File: config.mk
export PLATFORM = sky130hd
export DESIGN_NAME = bsx_transceiver
export DESIGN_NICKNAME = d
export VERILOG_FILES = /design/src/verilog/bsx_transceiver.v
export VERILOG_INCLUDE_DIRS = /design/src /design/src/common
export SDC_FILE = /design/constraint.sdc
export NUM_CORES = 1
export LEC_CHECK = 0
export BUFFER_PORTS_ARGS = -buffer_cell sky130_fd_sc_hd__buf_2
export CAP_MARGIN = 25
export CORE_UTILIZATION = 40
export CTS_CLUSTER_SIZE = 20
export DETAILED_ROUTE_END_ITERATION = 12
export PLACE_DENSITY = 0.56
export SLEW_MARGIN = 20
export SYNTH_ARGS = -nofsm -noshare
export SYNTH_HDL_FRONTEND = slang
export SYNTH_SLANG_ARGS = --single-unit
File: constraint.sdc
create_clock -name clk_sys -period 2.8 [get_ports clk_sys]
set_input_delay 0.56 -clock clk_sys [delete_from_list [all_inputs] [get_ports clk_sys]]
set_output_delay 0.56 -clock clk_sys [all_outputs]
set_load 0.05 [all_outputs]
File: src/common/bsx_consts.vh
`ifndef BSX_CONSTS_VH
`define BSX_CONSTS_VH
// Register lengths
`define BSX_BSR_LEN      80
`define BSX_IR_LEN       8
`define BSX_ID_LEN       32
// Instruction opcodes
`define BSX_OP_EXTEST    8'h00
`define BSX_OP_SAMPLE    8'h81
`define BSX_OP_CLAMP     8'h82
`define BSX_OP_HIGHZ     8'h03
`define BSX_OP_SAMP_IN   8'h41
`define BSX_OP_SAMP_OUT  8'h42
`define BSX_OP_EXT_OUT   8'h22
`define BSX_OP_IDCODE    8'hAA
`define BSX_OP_BYPASS    8'hFF
// Instruction capture value
`define BSX_IR_CAPTURE   8'h81
// Boundary bit positions
`define BSX_BIT_DIR0     79
`define BSX_BIT_OEN0     78
`define BSX_BIT_AEN0     77
`define BSX_BIT_BEN0     76
`define BSX_BIT_BYTE0_DIRECTION     75
`define BSX_BIT_OEN1     74
`define BSX_BIT_AEN1     73
`define BSX_BIT_BEN1     72
`define BSX_POS_AIN0     63
`define BSX_POS_AIN1     54
`define BSX_POS_BOUT0    45
`define BSX_POS_BOUT1    36
`define BSX_POS_BIN0     27
`define BSX_POS_BIN1     18
`define BSX_POS_AOUT0    9
`define BSX_POS_AOUT1    0
// Identification fields (arbitrary values)
`define BSX_ID_VERSION   4'h1
`define BSX_ID_ENTITY    6'h15
`define BSX_ID_PART      10'h2A5
`define BSX_ID_MAKER     11'h155
`endif

File: src/verilog/bsx_transceiver.v
`timescale 1ns/1ns
`include "bsx_consts.vh"

module bsx_transceiver (
  // System clock and reset
  input  wire        clk_sys,
  input  wire        rst_n,
  // Scan port
  input  wire        tck,
  input  wire        tms,
  input  wire        tdi,
  output reg         tdo,
  output reg         tdo_oe,
  // Byte controls
  input  wire        byte0_direction,
  input  wire        byte1_direction,
  input  wire        byte0_output_enable_n,
  input  wire        byte1_output_enable_n,
  // Byte 0 pins
  input  wire [8:0]  byte0_a_port_i,
  output reg  [8:0]  byte0_a_port_o,
  output reg         byte0_a_port_oe,
  input  wire [8:0]  byte0_b_port_i,
  output reg  [8:0]  byte0_b_port_o,
  output reg         byte0_b_port_oe,
  // Byte 1 pins
  input  wire [8:0]  byte1_a_port_i,
  output reg  [8:0]  byte1_a_port_o,
  output reg         byte1_a_port_oe,
  input  wire [8:0]  byte1_b_port_i,
  output reg  [8:0]  byte1_b_port_o,
  output reg         byte1_b_port_oe
);

  // ----------------------------------------
  // TAP states
  // ----------------------------------------
  localparam [3:0] ST_RESET = 4'h0, ST_IDLE = 4'h1, ST_SEL_DR = 4'h2, ST_CAP_DR = 4'h3;
  localparam [3:0] ST_SH_DR = 4'h4, ST_EX1_DR = 4'h5, ST_PAU_DR = 4'h6, ST_EX2_DR = 4'h7;
  localparam [3:0] ST_UPD_DR = 4'h8, ST_SEL_IR = 4'h9, ST_CAP_IR = 4'hA, ST_SH_IR = 4'hB;
  localparam [3:0] ST_EX1_IR = 4'hC, ST_PAU_IR = 4'hD, ST_EX2_IR = 4'hE, ST_UPD_IR = 4'hF;

  // ----------------------------------------
  // Input synchronisers
  // ----------------------------------------
  wire [42:0] raw_in = {tck, tms, tdi, byte0_direction, byte1_direction,
                        byte0_output_enable_n, byte1_output_enable_n,
                        byte0_a_port_i, byte0_b_port_i, byte1_a_port_i, byte1_b_port_i};
  reg  [42:0] meta_r;
  reg  [42:0] sync_r;
  reg         tck_d_r;

  // Two flops on every outside input, since none share our clock
  always @(posedge clk_sys or negedge rst_n) begin
    if (!rst_n) begin
      meta_r  <= 43'h000_0000_0000;
      sync_r  <= 43'h000_0000_0000;
      tck_d_r <= 1'b0;
    end else begin
      meta_r  <= raw_in;
      sync_r  <= meta_r;
      tck_d_r <= sync_r[42];
    end
  end

  wire       tck_s  = sync_r[42];
  wire       tms_s  = sync_r[41];
  wire       tdi_s  = sync_r[40];
  wire       dir0_s = sync_r[39];
  wire       byte0_direction_s = sync_r[38];
  wire       oen0_s = sync_r[37];
  wire       oen1_s = sync_r[36];
  wire [8:0] a0_s   = sync_r[35:27];
  wire [8:0] b0_s   = sync_r[26:18];
  wire [8:0] a1_s   = sync_r[17:9];
  wire [8:0] b1_s   = sync_r[8:0];
  wire       tck_rise = tck_s & ~tck_d_r;
  wire       tck_fall = ~tck_s & tck_d_r;

  // ----------------------------------------
  // TAP controller
  // ----------------------------------------
  reg [3:0] st_r;
  reg [3:0] st_nxt;

  // Standard sixteen-state walk on TMS
  always @* begin
    case (st_r)
      ST_RESET:  st_nxt = tms_s ? ST_RESET  : ST_IDLE;
      ST_IDLE:   st_nxt = tms_s ? ST_SEL_DR : ST_IDLE;
      ST_SEL_DR: st_nxt = tms_s ? ST_SEL_IR : ST_CAP_DR;
      ST_CAP_DR: st_nxt = tms_s ? ST_EX1_DR : ST_SH_DR;
      ST_SH_DR:  st_nxt = tms_s ? ST_EX1_DR : ST_SH_DR;
      ST_EX1_DR: st_nxt = tms_s ? ST_UPD_DR : ST_PAU_DR;
      ST_PAU_DR: st_nxt = tms_s ? ST_EX2_DR : ST_PAU_DR;
      ST_EX2_DR: st_nxt = tms_s ? ST_UPD_DR : ST_SH_DR;
      ST_UPD_DR: st_nxt = tms_s ? ST_SEL_DR : ST_IDLE;
      ST_SEL_IR: st_nxt = tms_s ? ST_RESET  : ST_CAP_IR;
      ST_CAP_IR: st_nxt = tms_s ? ST_EX1_IR : ST_SH_IR;
      ST_SH_IR:  st_nxt = tms_s ? ST_EX1_IR : ST_SH_IR;
      ST_EX1_IR: st_nxt = tms_s ? ST_UPD_IR : ST_PAU_IR;
      ST_PAU_IR: st_nxt = tms_s ? ST_EX2_IR : ST_PAU_IR;
      ST_EX2_IR: st_nxt = tms_s ? ST_UPD_IR : ST_SH_IR;
      ST_UPD_IR: st_nxt = tms_s ? ST_SEL_DR : ST_IDLE;
      default:   st_nxt = ST_RESET;
    endcase
  end

  always @(posedge clk_sys or negedge rst_n) begin
    if (!rst_n)
      st_r <= ST_RESET;
    else if (tck_rise)
      st_r <= st_nxt;
  end

  // ----------------------------------------
  // Instruction register and decode
  // ----------------------------------------
  reg [7:0] ir_sh_r;
  reg [7:0] ir_r;

  always @(posedge clk_sys or negedge rst_n) begin
    if (!rst_n) begin
      ir_sh_r <= `BSX_IR_CAPTURE;
      ir_r    <= `BSX_OP_IDCODE;
    end else if (st_r == ST_RESET) begin
      ir_r    <= `BSX_OP_IDCODE;
    end else if (tck_rise) begin
      case (st_r)
        ST_CAP_IR: ir_sh_r <= `BSX_IR_CAPTURE;
        ST_SH_IR:  ir_sh_r <= {tdi_s, ir_sh_r[7:1]};
        ST_UPD_IR: ir_r    <= ir_sh_r;
        default:   ir_r    <= ir_r;
      endcase
    end
  end

  // Decoded instruction classes
  wire op_extest  = (ir_r == `BSX_OP_EXTEST);
  wire op_sample  = (ir_r == `BSX_OP_SAMPLE);
  wire op_clamp   = (ir_r == `BSX_OP_CLAMP);
  wire op_highz   = (ir_r == `BSX_OP_HIGHZ);
  wire op_samp_in = (ir_r == `BSX_OP_SAMP_IN);
  wire op_samp_o  = (ir_r == `BSX_OP_SAMP_OUT);
  wire op_ext_out = (ir_r == `BSX_OP_EXT_OUT);
  wire op_idcode  = (ir_r == `BSX_OP_IDCODE);
  wire sel_bsr    = op_extest | op_sample | op_samp_in | op_samp_o | op_ext_out;
  wire sel_bypass = ~sel_bsr & ~op_idcode;
  wire drive_bsr  = op_extest | op_ext_out | op_clamp;

  // ----------------------------------------
  // Boundary capture vector
  // ----------------------------------------
  reg  [79:0] bsr_sh_r;
  reg  [79:0] bsr_up_r;
  reg  [79:0] cap_vec;
  wire [79:0] in_mask;
  wire [79:0] out_mask;
  reg  [8:0]  ao0, bo0, ao1, bo1;
  reg         aen0, ben0, aen1, ben1;
  integer     i;

  // Observe-only groups are inputs, others are output data and enable cells
  assign in_mask  = {2'b11, 2'b00, 2'b11, 2'b00, 18'h3_FFFF, 18'h0_0000,
                     18'h3_FFFF, 18'h0_0000};
  assign out_mask = ~in_mask;

  // Pack pins; lowest index sits highest in each group
  always @* begin
    cap_vec = 80'h0;
    cap_vec[`BSX_BIT_DIR0] = dir0_s;
    cap_vec[`BSX_BIT_OEN0] = oen0_s;
    cap_vec[`BSX_BIT_AEN0] = aen0;
    cap_vec[`BSX_BIT_BEN0] = ben0;
    cap_vec[`BSX_BIT_BYTE0_DIRECTION] = byte0_direction_s;
    cap_vec[`BSX_BIT_OEN1] = oen1_s;
    cap_vec[`BSX_BIT_AEN1] = aen1;
    cap_vec[`BSX_BIT_BEN1] = ben1;
    for (i = 0; i < 9; i = i + 1) begin
      cap_vec[`BSX_POS_AIN0 + 8 - i]  = a0_s[i];
      cap_vec[`BSX_POS_AIN1 + 8 - i]  = a1_s[i];
      cap_vec[`BSX_POS_BOUT0 + 8 - i] = bo0[i];
      cap_vec[`BSX_POS_BOUT1 + 8 - i] = bo1[i];
      cap_vec[`BSX_POS_BIN0 + 8 - i]  = b0_s[i];
      cap_vec[`BSX_POS_BIN1 + 8 - i]  = b1_s[i];
      cap_vec[`BSX_POS_AOUT0 + 8 - i] = ao0[i];
      cap_vec[`BSX_POS_AOUT1 + 8 - i] = ao1[i];
    end
  end

  // ----------------------------------------
  // Data registers
  // ----------------------------------------
  reg        byp_r;
  reg [31:0] id_r;
  wire [31:0] id_val = {`BSX_ID_VERSION, `BSX_ID_ENTITY, `BSX_ID_PART,
                        `BSX_ID_MAKER, 1'b1};

  // Sampling variants capture only their own cell group
  wire [79:0] cap_keep = op_samp_in ? out_mask : (op_samp_o ? in_mask : 80'h0);

  always @(posedge clk_sys or negedge rst_n) begin
    if (!rst_n) begin
      bsr_sh_r <= 80'h0;
      bsr_up_r <= 80'h0;
      byp_r    <= 1'b0;
      id_r     <= 32'h0000_0000;
    end else if (tck_rise) begin
      if (st_r == ST_CAP_DR) begin
        byp_r <= 1'b0;
        id_r  <= id_val;
        if (sel_bsr)
          bsr_sh_r <= (cap_vec & ~cap_keep) | (bsr_sh_r & cap_keep);
      end else if (st_r == ST_SH_DR) begin
        byp_r <= tdi_s;
        id_r  <= {tdi_s, id_r[31:1]};
        if (sel_bsr)
          bsr_sh_r <= {tdi_s, bsr_sh_r[79:1]};
      end else if (st_r == ST_UPD_DR && sel_bsr) begin
        bsr_up_r <= bsr_sh_r;
      end
    end
  end

  // ----------------------------------------
  // Serial output on falling edge
  // ----------------------------------------
  always @(posedge clk_sys or negedge rst_n) begin
    if (!rst_n) begin
      tdo    <= 1'b0;
      tdo_oe <= 1'b0;
    end else if (tck_fall) begin
      tdo_oe <= (st_r == ST_SH_DR) | (st_r == ST_SH_IR);
      if (st_r == ST_SH_IR)
        tdo <= ir_sh_r[0];
      else if (sel_bsr)
        tdo <= bsr_sh_r[0];
      else if (sel_bypass)
        tdo <= byp_r;
      else
        tdo <= id_r[0];
    end
  end

  // ----------------------------------------
  // Power-on disable latches
  // ----------------------------------------
  reg oen_d_r [0:1];
  reg hold_r  [0:1];
  integer k;

  // Released only by a high-to-low edge of the byte enable
  always @(posedge clk_sys or negedge rst_n) begin
    if (!rst_n) begin
      for (k = 0; k < 2; k = k + 1) begin
        oen_d_r[k] <= 1'b0;
        hold_r[k]  <= 1'b1;
      end
    end else begin
      oen_d_r[0] <= oen0_s;
      oen_d_r[1] <= oen1_s;
      if (oen_d_r[0] & ~oen0_s)
        hold_r[0] <= 1'b0;
      if (oen_d_r[1] & ~oen1_s)
        hold_r[1] <= 1'b0;
    end
  end

  // ----------------------------------------
  // System path and output muxing
  // ----------------------------------------
  // Each byte looks only at its own direction and enable
  always @* begin
    aen0 = ~oen0_s & ~dir0_s & ~hold_r[0];
    ben0 = ~oen0_s &  dir0_s & ~hold_r[0];
    aen1 = ~oen1_s & ~byte0_direction_s & ~hold_r[1];
    ben1 = ~oen1_s &  byte0_direction_s & ~hold_r[1];
    ao0  = b0_s;
    bo0  = a0_s;
    ao1  = b1_s;
    bo1  = a1_s;
  end

  wire [8:0] up_bo0, up_bo1, up_ao0, up_ao1;
  genvar g;
  generate
    for (g = 0; g < 9; g = g + 1) begin : g_unpack
      assign up_bo0[g] = bsr_up_r[`BSX_POS_BOUT0 + 8 - g];
      assign up_bo1[g] = bsr_up_r[`BSX_POS_BOUT1 + 8 - g];
      assign up_ao0[g] = bsr_up_r[`BSX_POS_AOUT0 + 8 - g];
      assign up_ao1[g] = bsr_up_r[`BSX_POS_AOUT1 + 8 - g];
    end
  endgenerate

  // Registered pins; test modes override normal paths
  always @(posedge clk_sys or negedge rst_n) begin
    if (!rst_n) begin
      byte0_a_port_o  <= 9'h000;
      byte0_b_port_o  <= 9'h000;
      byte1_a_port_o  <= 9'h000;
      byte1_b_port_o  <= 9'h000;
      byte0_a_port_oe <= 1'b0;
      byte0_b_port_oe <= 1'b0;
      byte1_a_port_oe <= 1'b0;
      byte1_b_port_oe <= 1'b0;
    end else if (op_highz) begin
      byte0_a_port_oe <= 1'b0;
      byte0_b_port_oe <= 1'b0;
      byte1_a_port_oe <= 1'b0;
      byte1_b_port_oe <= 1'b0;
    end else if (drive_bsr) begin
      byte0_a_port_o  <= up_ao0;
      byte0_b_port_o  <= up_bo0;
      byte1_a_port_o  <= up_ao1;
      byte1_b_port_o  <= up_bo1;
      byte0_a_port_oe <= bsr_up_r[`BSX_BIT_AEN0];
      byte0_b_port_oe <= bsr_up_r[`BSX_BIT_BEN0];
      byte1_a_port_oe <= bsr_up_r[`BSX_BIT_AEN1];
      byte1_b_port_oe <= bsr_up_r[`BSX_BIT_BEN1];
    end else begin
      byte0_a_port_o  <= ao0;
      byte0_b_port_o  <= bo0;
      byte1_a_port_o  <= ao1;
      byte1_b_port_o  <= bo1;
      byte0_a_port_oe <= aen0;
      byte0_b_port_oe <= ben0;
      byte1_a_port_oe <= aen1;
      byte1_b_port_oe <= ben1;
    end
  end

endmodule // bsx_transceiver

==> impl_metrics.tcl, run 1 <==
set metrics [dict create \
    status "finished clean" \
    timing.hold.ws_ns 0.00827 \
    wl_per_cell_um 16.6 \
    crit_chain "or3_1 > or4b_4 > o21a_2 > a22o_1 > mux2_2" \
    finalSetupViolations 0 \
    diodes 0 \
    grt.total_usage 0.157 \
    slowest_stage "or4b_4" \
    coreArea_mm2 0.0291 \
    critPathLaunchType "flip-flop" \
    ys.warnings.count 0 \
    clk_latency_ns 0.55 \
    synth_most_common_cell "dfrtp_1" \
    h-tree-depth 1 \
    final_cell_area_mm2 0.0140 \
    grt_max_degree 73 \
    hold_class "in -> async" \
    dieWidth_um 175 \
    intPower_w 0.00770 \
    worst-endpoint-arrival_ns 3.06 \
    final_nets 1050 \
    cts.path.max_buffers 3 \
    dieHeight_um 175 \
    relSlewSlack 0.304 \
    vias_per_cell 5.08 \
    hold_viol 0 \
    synth_area_mm2 0.0120 \
    overflow 0 \
    synth_top_area_frac 0.621 \
    yosys-top-cells-count "dfrtp_1 (297), nand2_1 (111), mux2_2 (91), a22o_1 (81), o21ai_0 (73)" \
    irDropWorstVdd_v 0.000451 \
    fin_skew_ns 0.0108 \
    synth_edf_count 0 \
    seqPwrFrac 0.469 \
    post_cts_buffers 0 \
    syn_area_per_cell_um2 13.1 \
    rows 62 \
    dpl-instance-area_mm2 0.0130 \
    drc 0 \
    final_layout_size_suffix_gt1_frac 0.265 \
    area_growth_pct 17.0 \
    grt_pass1_wl_um 39100 \
    cts_root_buf "clkbuf_16" \
    final_antenna_net_count 0 \
    post-route-min-period_ns 2.63 \
    syn_nets 961 \
    first_pass_iters 5 \
    cts-buffers-inserted 31 \
    synth-seq-cells 305 \
    start_util 0.411 \
    max_freq_mhz 380 \
    cts_tree "yes" \
    vias 7173 \
    grt_pass1_vias 7245 \
    synth_area_leaders "dfrtp_1 (62%), mux2_2 (8.6%), a22o_1 (5.9%), mux2i_1 (4.2%), nand2_1 (3.5%)" \
    max_stage_delay_ns 0.57 \
    clkSlewWorstSetupHoldPaths_ns 0.06 \
    wl_um 23400 \
    cp_max_fo 40 \
    ys_types 42 \
    critPathCaptureType "flip-flop" \
    swShare 0.270 \
    switching_power_w 0.00284 \
    p_comb_frac 0.142 \
    required_ns 3.23 \
    rsz0062_at_grt "no" \
    p_leak_nw 6.47 \
    io_buffers 86 \
    gp_congestion 0.771 \
    dp_hpwl_um 14600 \
    worst_slew_pin_slew_ns 1.03 \
    cts_sinks 305 \
    synth_area_leader_cell "dfrtp_1" \
    pwr-share-clk 0.390 \
    n_fill_cell 2640 \
    min_period_over_period 0.940 \
    drt_iter0_drc 333 \
    io_pins 87 \
    dieArea_mm2 0.0306 \
    antenna_found_initial 0 \
    cts_hold_buffers 0 \
    synthArstFlopShare 1.00 \
    cts-resized-gates 0 \
    ys_seq_area_frac 0.638 \
    path_class "reg -> reg" \
    synth-main-ff-cell "dfrtp_1" \
    powerDensity_mw_per_mm2 752 \
    cap_violations 0 \
    slew_viol_final 0 \
    netlist_instances 916 \
    setup-tns-final_ns 0 \
]
-- layer usage --
metal	routed length [um]	track usage	share of wire	vias up
met5	0	0	0	-
met4	403	0.0373	0.017	0
met3	867	0.0239	0.037	29
met2	10600	0.246	0.45	131
met1	11500	0.231	0.49	3596
li1	-	-	-	3417
-- critical path, delay by kind of cell (launching register included) --
| kind | cells | cell delay, ns |
|---|---|---|
| mux | 1 | 0.27 |
| simple gates | 2 | 0.96 |
| flops | 1 | 0.41 |
| compound gates | 2 | 0.86 |
-- power by group through the flow --
stage          combinational, W  clock [W]  sequential [W]
2_1_floorplan          0.000958          0         0.00509
3_3_place_gp            0.00150          0         0.00501
3_5_place_dp            0.00152          0         0.00501
4_1_cts                 0.00152    0.00423         0.00494
5_1_grt                 0.00169    0.00440         0.00498
6_report                0.00149    0.00410         0.00494
-- cell type report --
cell class                 count  area (um2)  share of cell area
clock buffer                  48         900              0.0642
clock inverter                 8         119             0.00849
inverter                       7        26.3             0.00188
multi-input combinational    543        4030               0.287
sequential                   305        7640               0.546
tap                          384         480              0.0343
timing repair buffer         117         811              0.0579
-- worst paths after layout --
| path | startpoint | end | slack (ns) | cells after the start |
|---|---|---|---|---|
| max | ir_r[2] | flip-flop | 0.17 | 5 |
| min | rst_n | asynchronous set/reset pin | 0.008 | 1 |
| max reg2reg | ir_r[2] | flip-flop | 0.17 | 5 |
| min reg2reg | meta_r[33] | sync_r[33] | 0.34 | 0 |
| max in group asynchronous | rst_n | sync_r[1] | 2.05 | 3 |
| min in group clk_sys | byte0_a_port_i[7] | meta_r[34] | 0.11 | 1 |
-- stage by stage --
stage / cells / setup WS (ns) / utilization / total power [W]
2_1_floorplan: 916 / 0.529 / - / 0.00605
3_3_place_gp: 1356 / 0.189 / 0.446 / 0.00651
3_5_place_dp: 1356 / 0.164 / 0.446 / 0.00653
4_1_cts: 1412 / 0.157 / 0.481 / 0.0107
5_1_grt: 1412 / 0.0805 / 0.481 / 0.0111
6_report: 1412 / 0.168 / 0.481 / 0.0105
-- cells in the final DEF, fill, tap and decap left out, drive strengths merged, types with 4 or more instances in the layout --
cell / n
a21oi: 8
a22o: 81
buf: 117
clkbuf: 48
clkinv: 4
dfrtp: 297
dfstp: 8
inv: 8
mux2: 123
mux2i: 50
nand2: 111
nand2b: 5
nand3: 6
nor2: 38
nor3: 10
o21ai: 73
-- logic make-up (layout without fill, tap and decap cells) --
logic type / Yosys count / in the layout / synth area share
DFF: 305 / 305 / 0.638
and+or+nand+nor: 186 / 186 / 0.0682
AOI/OAI and AO/OA: 182 / 182 / 0.106
muxes: 173 / 173 / 0.158
buffers and inverters: 68 / 180 / 0.0282
xor gates and xnor gates: 2 / 2 / 0.00146
Power figures use the tool's default switching activity.
==> inputs of run 2 (changes only) <==
BUFFER_PORTS_ARGS = -buffer_cell sky130_fd_sc_hd__buf_4   (was -buffer_cell sky130_fd_sc_hd__buf_2)
REMOVE_ABC_BUFFERS = 1   (was default)
==> run 2 against run 1 <==
- global-route usage grew 0.75 points
- clock power is 9.0% higher
- routed wire length increased by 2.3%
- highest routed layer unchanged
- critical path type unchanged
- worst hold slack improved by 0.15 ns
- sequential share of layout area is 1.1 points lower
- combinational power up 6%
- cell area rose by 2.1%
- critical path depth is 1 higher
- die area stayed put
- total power grew 4.4%
==> impl_metrics.tcl, run 2 (synthesized netlist as in run 1, its figures left out) <==
set metrics [dict create \
    status "finished clean" \
    multi_input_area_mm2 0.00403 \
    relSlewSlack 0.524 \
    overflow 0 \
    grt_pass1_vias 7403 \
    post_cts_buffers 0 \
    rows 62 \
    p_total_w 0.0110 \
    cts-buffers-inserted 34 \
    cap_violations 0 \
    finalSetupViolations 0 \
    io_buffers 86 \
    final_nets 1049 \
    final_layout_size_suffix_gt1_frac 0.268 \
    cts_sinks 305 \
    diodes 0 \
    most-common-layout-cells "dfrtp_1 (297), nand2_1 (110), buf_4 (100)" \
    coreArea_mm2 0.0291 \
    drt_iter0_drc 423 \
    irDropWorstVdd_v 0.000545 \
    drc 0 \
    dieWidth_um 175 \
    cts.path.max_buffers 3 \
    n_fill_cell 2656 \
    clkSlewWorstSetupHoldPaths_ns 0.06 \
    slowest_stage "dfstp_2" \
    dp_cells 1351 \
    gp_congestion 0.807 \
    final_core_util 0.492 \
    grt_pass1_wl_um 40400 \
    critPathLaunchType "flip-flop" \
    powerDensity_mw_per_mm2 769 \
    crit_chain "xnor2_1 > a2111oi_1 > o31ai_2 > nor3_4 > buf_12 > mux2_2" \
    pwr-share-clk 0.406 \
    first_pass_iters 4 \
    required_ns 3.18 \
    dp_hpwl_um 14100 \
    regArea_mm2 0.00764 \
    final_antenna_net_count 0 \
    wl_per_cell_um 17.0 \
    swShare 0.269 \
    dieHeight_um 175 \
    rsz0062_at_grt "no" \
    vias 7192 \
    switching_power_w 0.00296 \
    hold_viol 0 \
    p_leak_nw 6.58 \
    max_freq_mhz 394 \
    min_period_over_period 0.906 \
    p_comb_frac 0.143 \
    vias_per_cell 5.10 \
    grt.total_usage 0.165 \
    hold_class "in -> reg" \
    area_growth_pct 19.5 \
    max_stage_delay_ns 0.62 \
    wl_um 23900 \
    worst-endpoint-arrival_ns 2.92 \
    slew_viol_final 0 \
    critPathCaptureType "flip-flop" \
    path_class "reg -> reg" \
    final_common_cell "dfrtp_1" \
    fin_skew_ns 0.0105 \
    cts_tree "yes" \
    seqPwrFrac 0.450 \
    critPathBufInv 1 \
    clk_latency_ns 0.50 \
    dieArea_mm2 0.0306 \
    finalNonFillerCells 1411 \
    antenna_found_initial 0 \
    cp_max_fo 24 \
    timing.hold.ws_ns 0.161 \
    cts_root_buf "clkbuf_16" \
    io_pins 87 \
    grt_max_degree 97 \
    worst_slew_pin_slew_ns 0.709 \
    intPower_w 0.00804 \
    critical-path-top-delay-family "compound AO/OA/AOI/OAI gates" \
    h-tree-depth 2 \
    start_util 0.411 \
    post-route-min-period_ns 2.54 \
]
run 2: changes by cell type in the layout (fill, tap and decap cells not counted), sizes merged:
cell	change
clkbuf	+1
buf	-5
clkinv	+2
dlygate4sd3	+1
run 2: path summary, 6_finish.rpt:
check                      slack, ns         end               from  cells after the start
max reg2reg                     0.26   flip-flop            ir_r[7]                      6
max in group asynchronous       1.45  sync_r[13]              rst_n                      3
min                             0.16  meta_r[10]  byte1_a_port_i[1]                      1
min in group asynchronous       0.57     id_r[6]              rst_n                      2
max                             0.26   flip-flop            ir_r[7]                      6
min reg2reg                     0.34   sync_r[5]          meta_r[5]                      0
run 2: power by group through the flow:
stage | Clock, W | Combinational, W | Sequential [W]
6_report | 0.00447 | 0.00158 | 0.00495
5_1_grt | 0.00479 | 0.00178 | 0.00500
4_1_cts | 0.00461 | 0.00160 | 0.00495
3_5_place_dp | 0 | 0.00160 | 0.00503
3_3_place_gp | 0 | 0.00158 | 0.00503
2_1_floorplan | 0 | 0.000762 | 0.00516
run 2: metrics by stage:
step / setup TNS [ns] / worst slack (ns) / instance area, um2
2_1_floorplan: -340.98 / -4.12 / 11700
3_5_place_dp: 0 / 0.146 / 13200
5_1_grt: 0 / 0.136 / 14300
3_3_place_gp: 0 / 0.189 / 13200
6_report: 0 / 0.264 / 14300
4_1_cts: 0 / 0.102 / 14300
run 2: cell type report:
type,count,area share
Sequential cell,305,0.534
Multi-Input combinational cell,543,0.282
Clock buffer,49,0.0698
Timing Repair Buffer,113,0.0696
Tap cell,384,0.0336
Clock inverter,10,0.00901
Inverter,7,0.00184
run 2: routing by layer:
metal	global-route usage	up-vias	share of wire
li1	-	3413	-
met1	0.243	3616	0.49
met2	0.254	132	0.45
met3	0.0281	31	0.037
met4	0.0402	0	0.017
met5	0	-	0
run 2: repair_timing:
action | in CTS | in global routing
gates resized for setup | 0 | 0
hold buffers | 1 | 0
hold endpoints to repair | 45 | 0
==> inputs of run 3 (changes only) <==
BUFFER_PORTS_ARGS = -buffer_cell sky130_fd_sc_hd__clkbuf_2   (was -buffer_cell sky130_fd_sc_hd__buf_4)
==> run 3 against run 2 <==
- total power up 1.0%
- non-clock buffer count down 1
- die area unchanged
- cell count up 0.21%
- setup slack worse by 0.047 ns
==> impl_metrics.tcl, run 3 (synthesized netlist as in run 1, its figures left out) <==
set metrics [dict create \
    cap_violations 0 \
    relSlewSlack 0.404 \
    reg2regPathDepth 5 \
    cts-resized-gates 0 \
    busiest_layer "met2" \
    cts_hold_buffers 0 \
    drt_iter0_drc 387 \
    diodes 0 \
    clkSlewWorstSetupHoldPaths_ns 0.06 \
    dpl-instance-area_mm2 0.0129 \
    grtUsageMet2 0.258 \
    path_class "reg -> reg" \
    cp-startpoint "ir_r[4]" \
    grt_max_degree 77 \
    status "finished clean" \
    wl_per_cell_um 16.8 \
    antenna_found_initial 0 \
    dieArea_mm2 0.0306 \
    met1_usage 0.236 \
    hold_viol 0 \
    final_core_util 0.486 \
    required_ns 3.18 \
    coreArea_mm2 0.0291 \
    finalSetupViolations 0 \
    worst-endpoint-arrival_ns 2.96 \
    cp_max_fo 40 \
    p_leak_nw 6.53 \
    dp_hpwl_um 14300 \
    final_cell_area_mm2 0.0141 \
    final_antenna_net_count 0 \
    slew_viol_final 0 \
    rows 62 \
    p_total_w 0.0111 \
    worst_slew_pin_slew_ns 0.893 \
    fin_skew_ns 0.0247 \
    max_freq_mhz 387 \
    final_common_cell "dfrtp_1" \
    post_cts_buffers 0 \
    first_pass_iters 5 \
    dieWidth_um 175 \
    io_buffers 86 \
    cts_tree "yes" \
    grt_pass1_wl_um 40700 \
    powerDensity_mw_per_mm2 787 \
    start_util 0.411 \
    post-route-min-period_ns 2.58 \
    cts_root_buf "clkbuf_16" \
    clk_latency_ns 0.51 \
    grtUsageMet3 0.0294 \
    io_pins 87 \
    hold_class "in -> async" \
    drc 0 \
    cts-buffers-inserted 36 \
    min_period_over_period 0.922 \
    h-tree-depth 2 \
    vias_per_cell 5.08 \
    r2r_start "ir_r[4]" \
    area_growth_pct 18.0 \
    overflow 0 \
    rsz0062_at_grt "no" \
    critPathLaunchType "flip-flop" \
    wl_um 23800 \
    ff2ff_setup_slack_ns 0.22 \
    cts.path.max_buffers 3 \
    setup-tns-final_ns 0 \
    final_layout_size_suffix_gt1_frac 0.273 \
    final_nets 1050 \
    grt.total_usage 0.165 \
    critPathCaptureType "flip-flop" \
    grt_pass1_vias 7594 \
    irDropWorstVdd_v 0.000391 \
    vias 7179 \
    cts_sinks 305 \
    dieHeight_um 175 \
    most-common-layout-cells "dfrtp_1 (297), nand2_1 (110), mux2_2 (91)" \
    gp_congestion 0.786 \
]
==> run 3: cell count changes in the layout (fill, tap and decap cells not counted), sizes merged <==
| cell | before | now |
|---|---|---|
| clkinvlp | 0 | 2 |
| dlygate4sd3 | 1 | 0 |
| clkinv | 6 | 8 |
| clkbuf | 49 | 134 |
| buf | 112 | 27 |
==> run 3: stage by stage <==
step                      std cells  hold WS, ns  worst slack, ns
after floorplan                 855        0.264            -4.12
after global placement         1351        0.332            0.196
after detailed placement       1351        0.335            0.129
after CTS                      1414       0.0180            0.129
after global routing           1414       0.0380            0.103
final                          1414       0.0118            0.217
==> run 3: worst max path at each step <==
stage,to,cells past startpoint
floorplan,byte0_a_port_o[0],5
global placement,flip-flop,5
detailed placement,bsr_up_r[52],6
CTS,bsr_up_r[52],6
global route,flip-flop,5
finish,flip-flop,5
==> run 3: layout make-up <==
type                    count  area [um2]
inverters                   7        26.3
clock inverters            14         169
multi-input cells         543        4030
repair buffers            112         748
flip-flops and latches    305        7640
clock buffers              49        1030
fillers                  2604       15000
well taps                 384         480
==> run 3: worst max-delay path: stages, from the launching register on <==
cell     delay (ns)
dfrtp_1        0.40
or3_1          0.42
or4b_4         0.57
o21a_2         0.51
a22o_1         0.30
mux2_2         0.26
==> run 3: routing by layer <==
| metal | up-vias | routed length (um) |
|---|---|---|
| li1 | 3419 | - |
| met1 | 3602 | 11600 |
| met2 | 122 | 10700 |
| met3 | 36 | 992 |
| met4 | 0 | 448 |
| met5 | - | 0 |
==> run 3: where the power goes <==
group | leakage (nW) | total (W) | internal [W] | switching [W]
clock | 0.589 | 0.00466 | 0.00286 | 0.00180
sequential | 3.92 | 0.00494 | 0.00473 | 0.000212
combinational | 2.02 | 0.00151 | 0.000503 | 0.00101
total | 6.53 | 0.0111 | 0.00809 | 0.00302
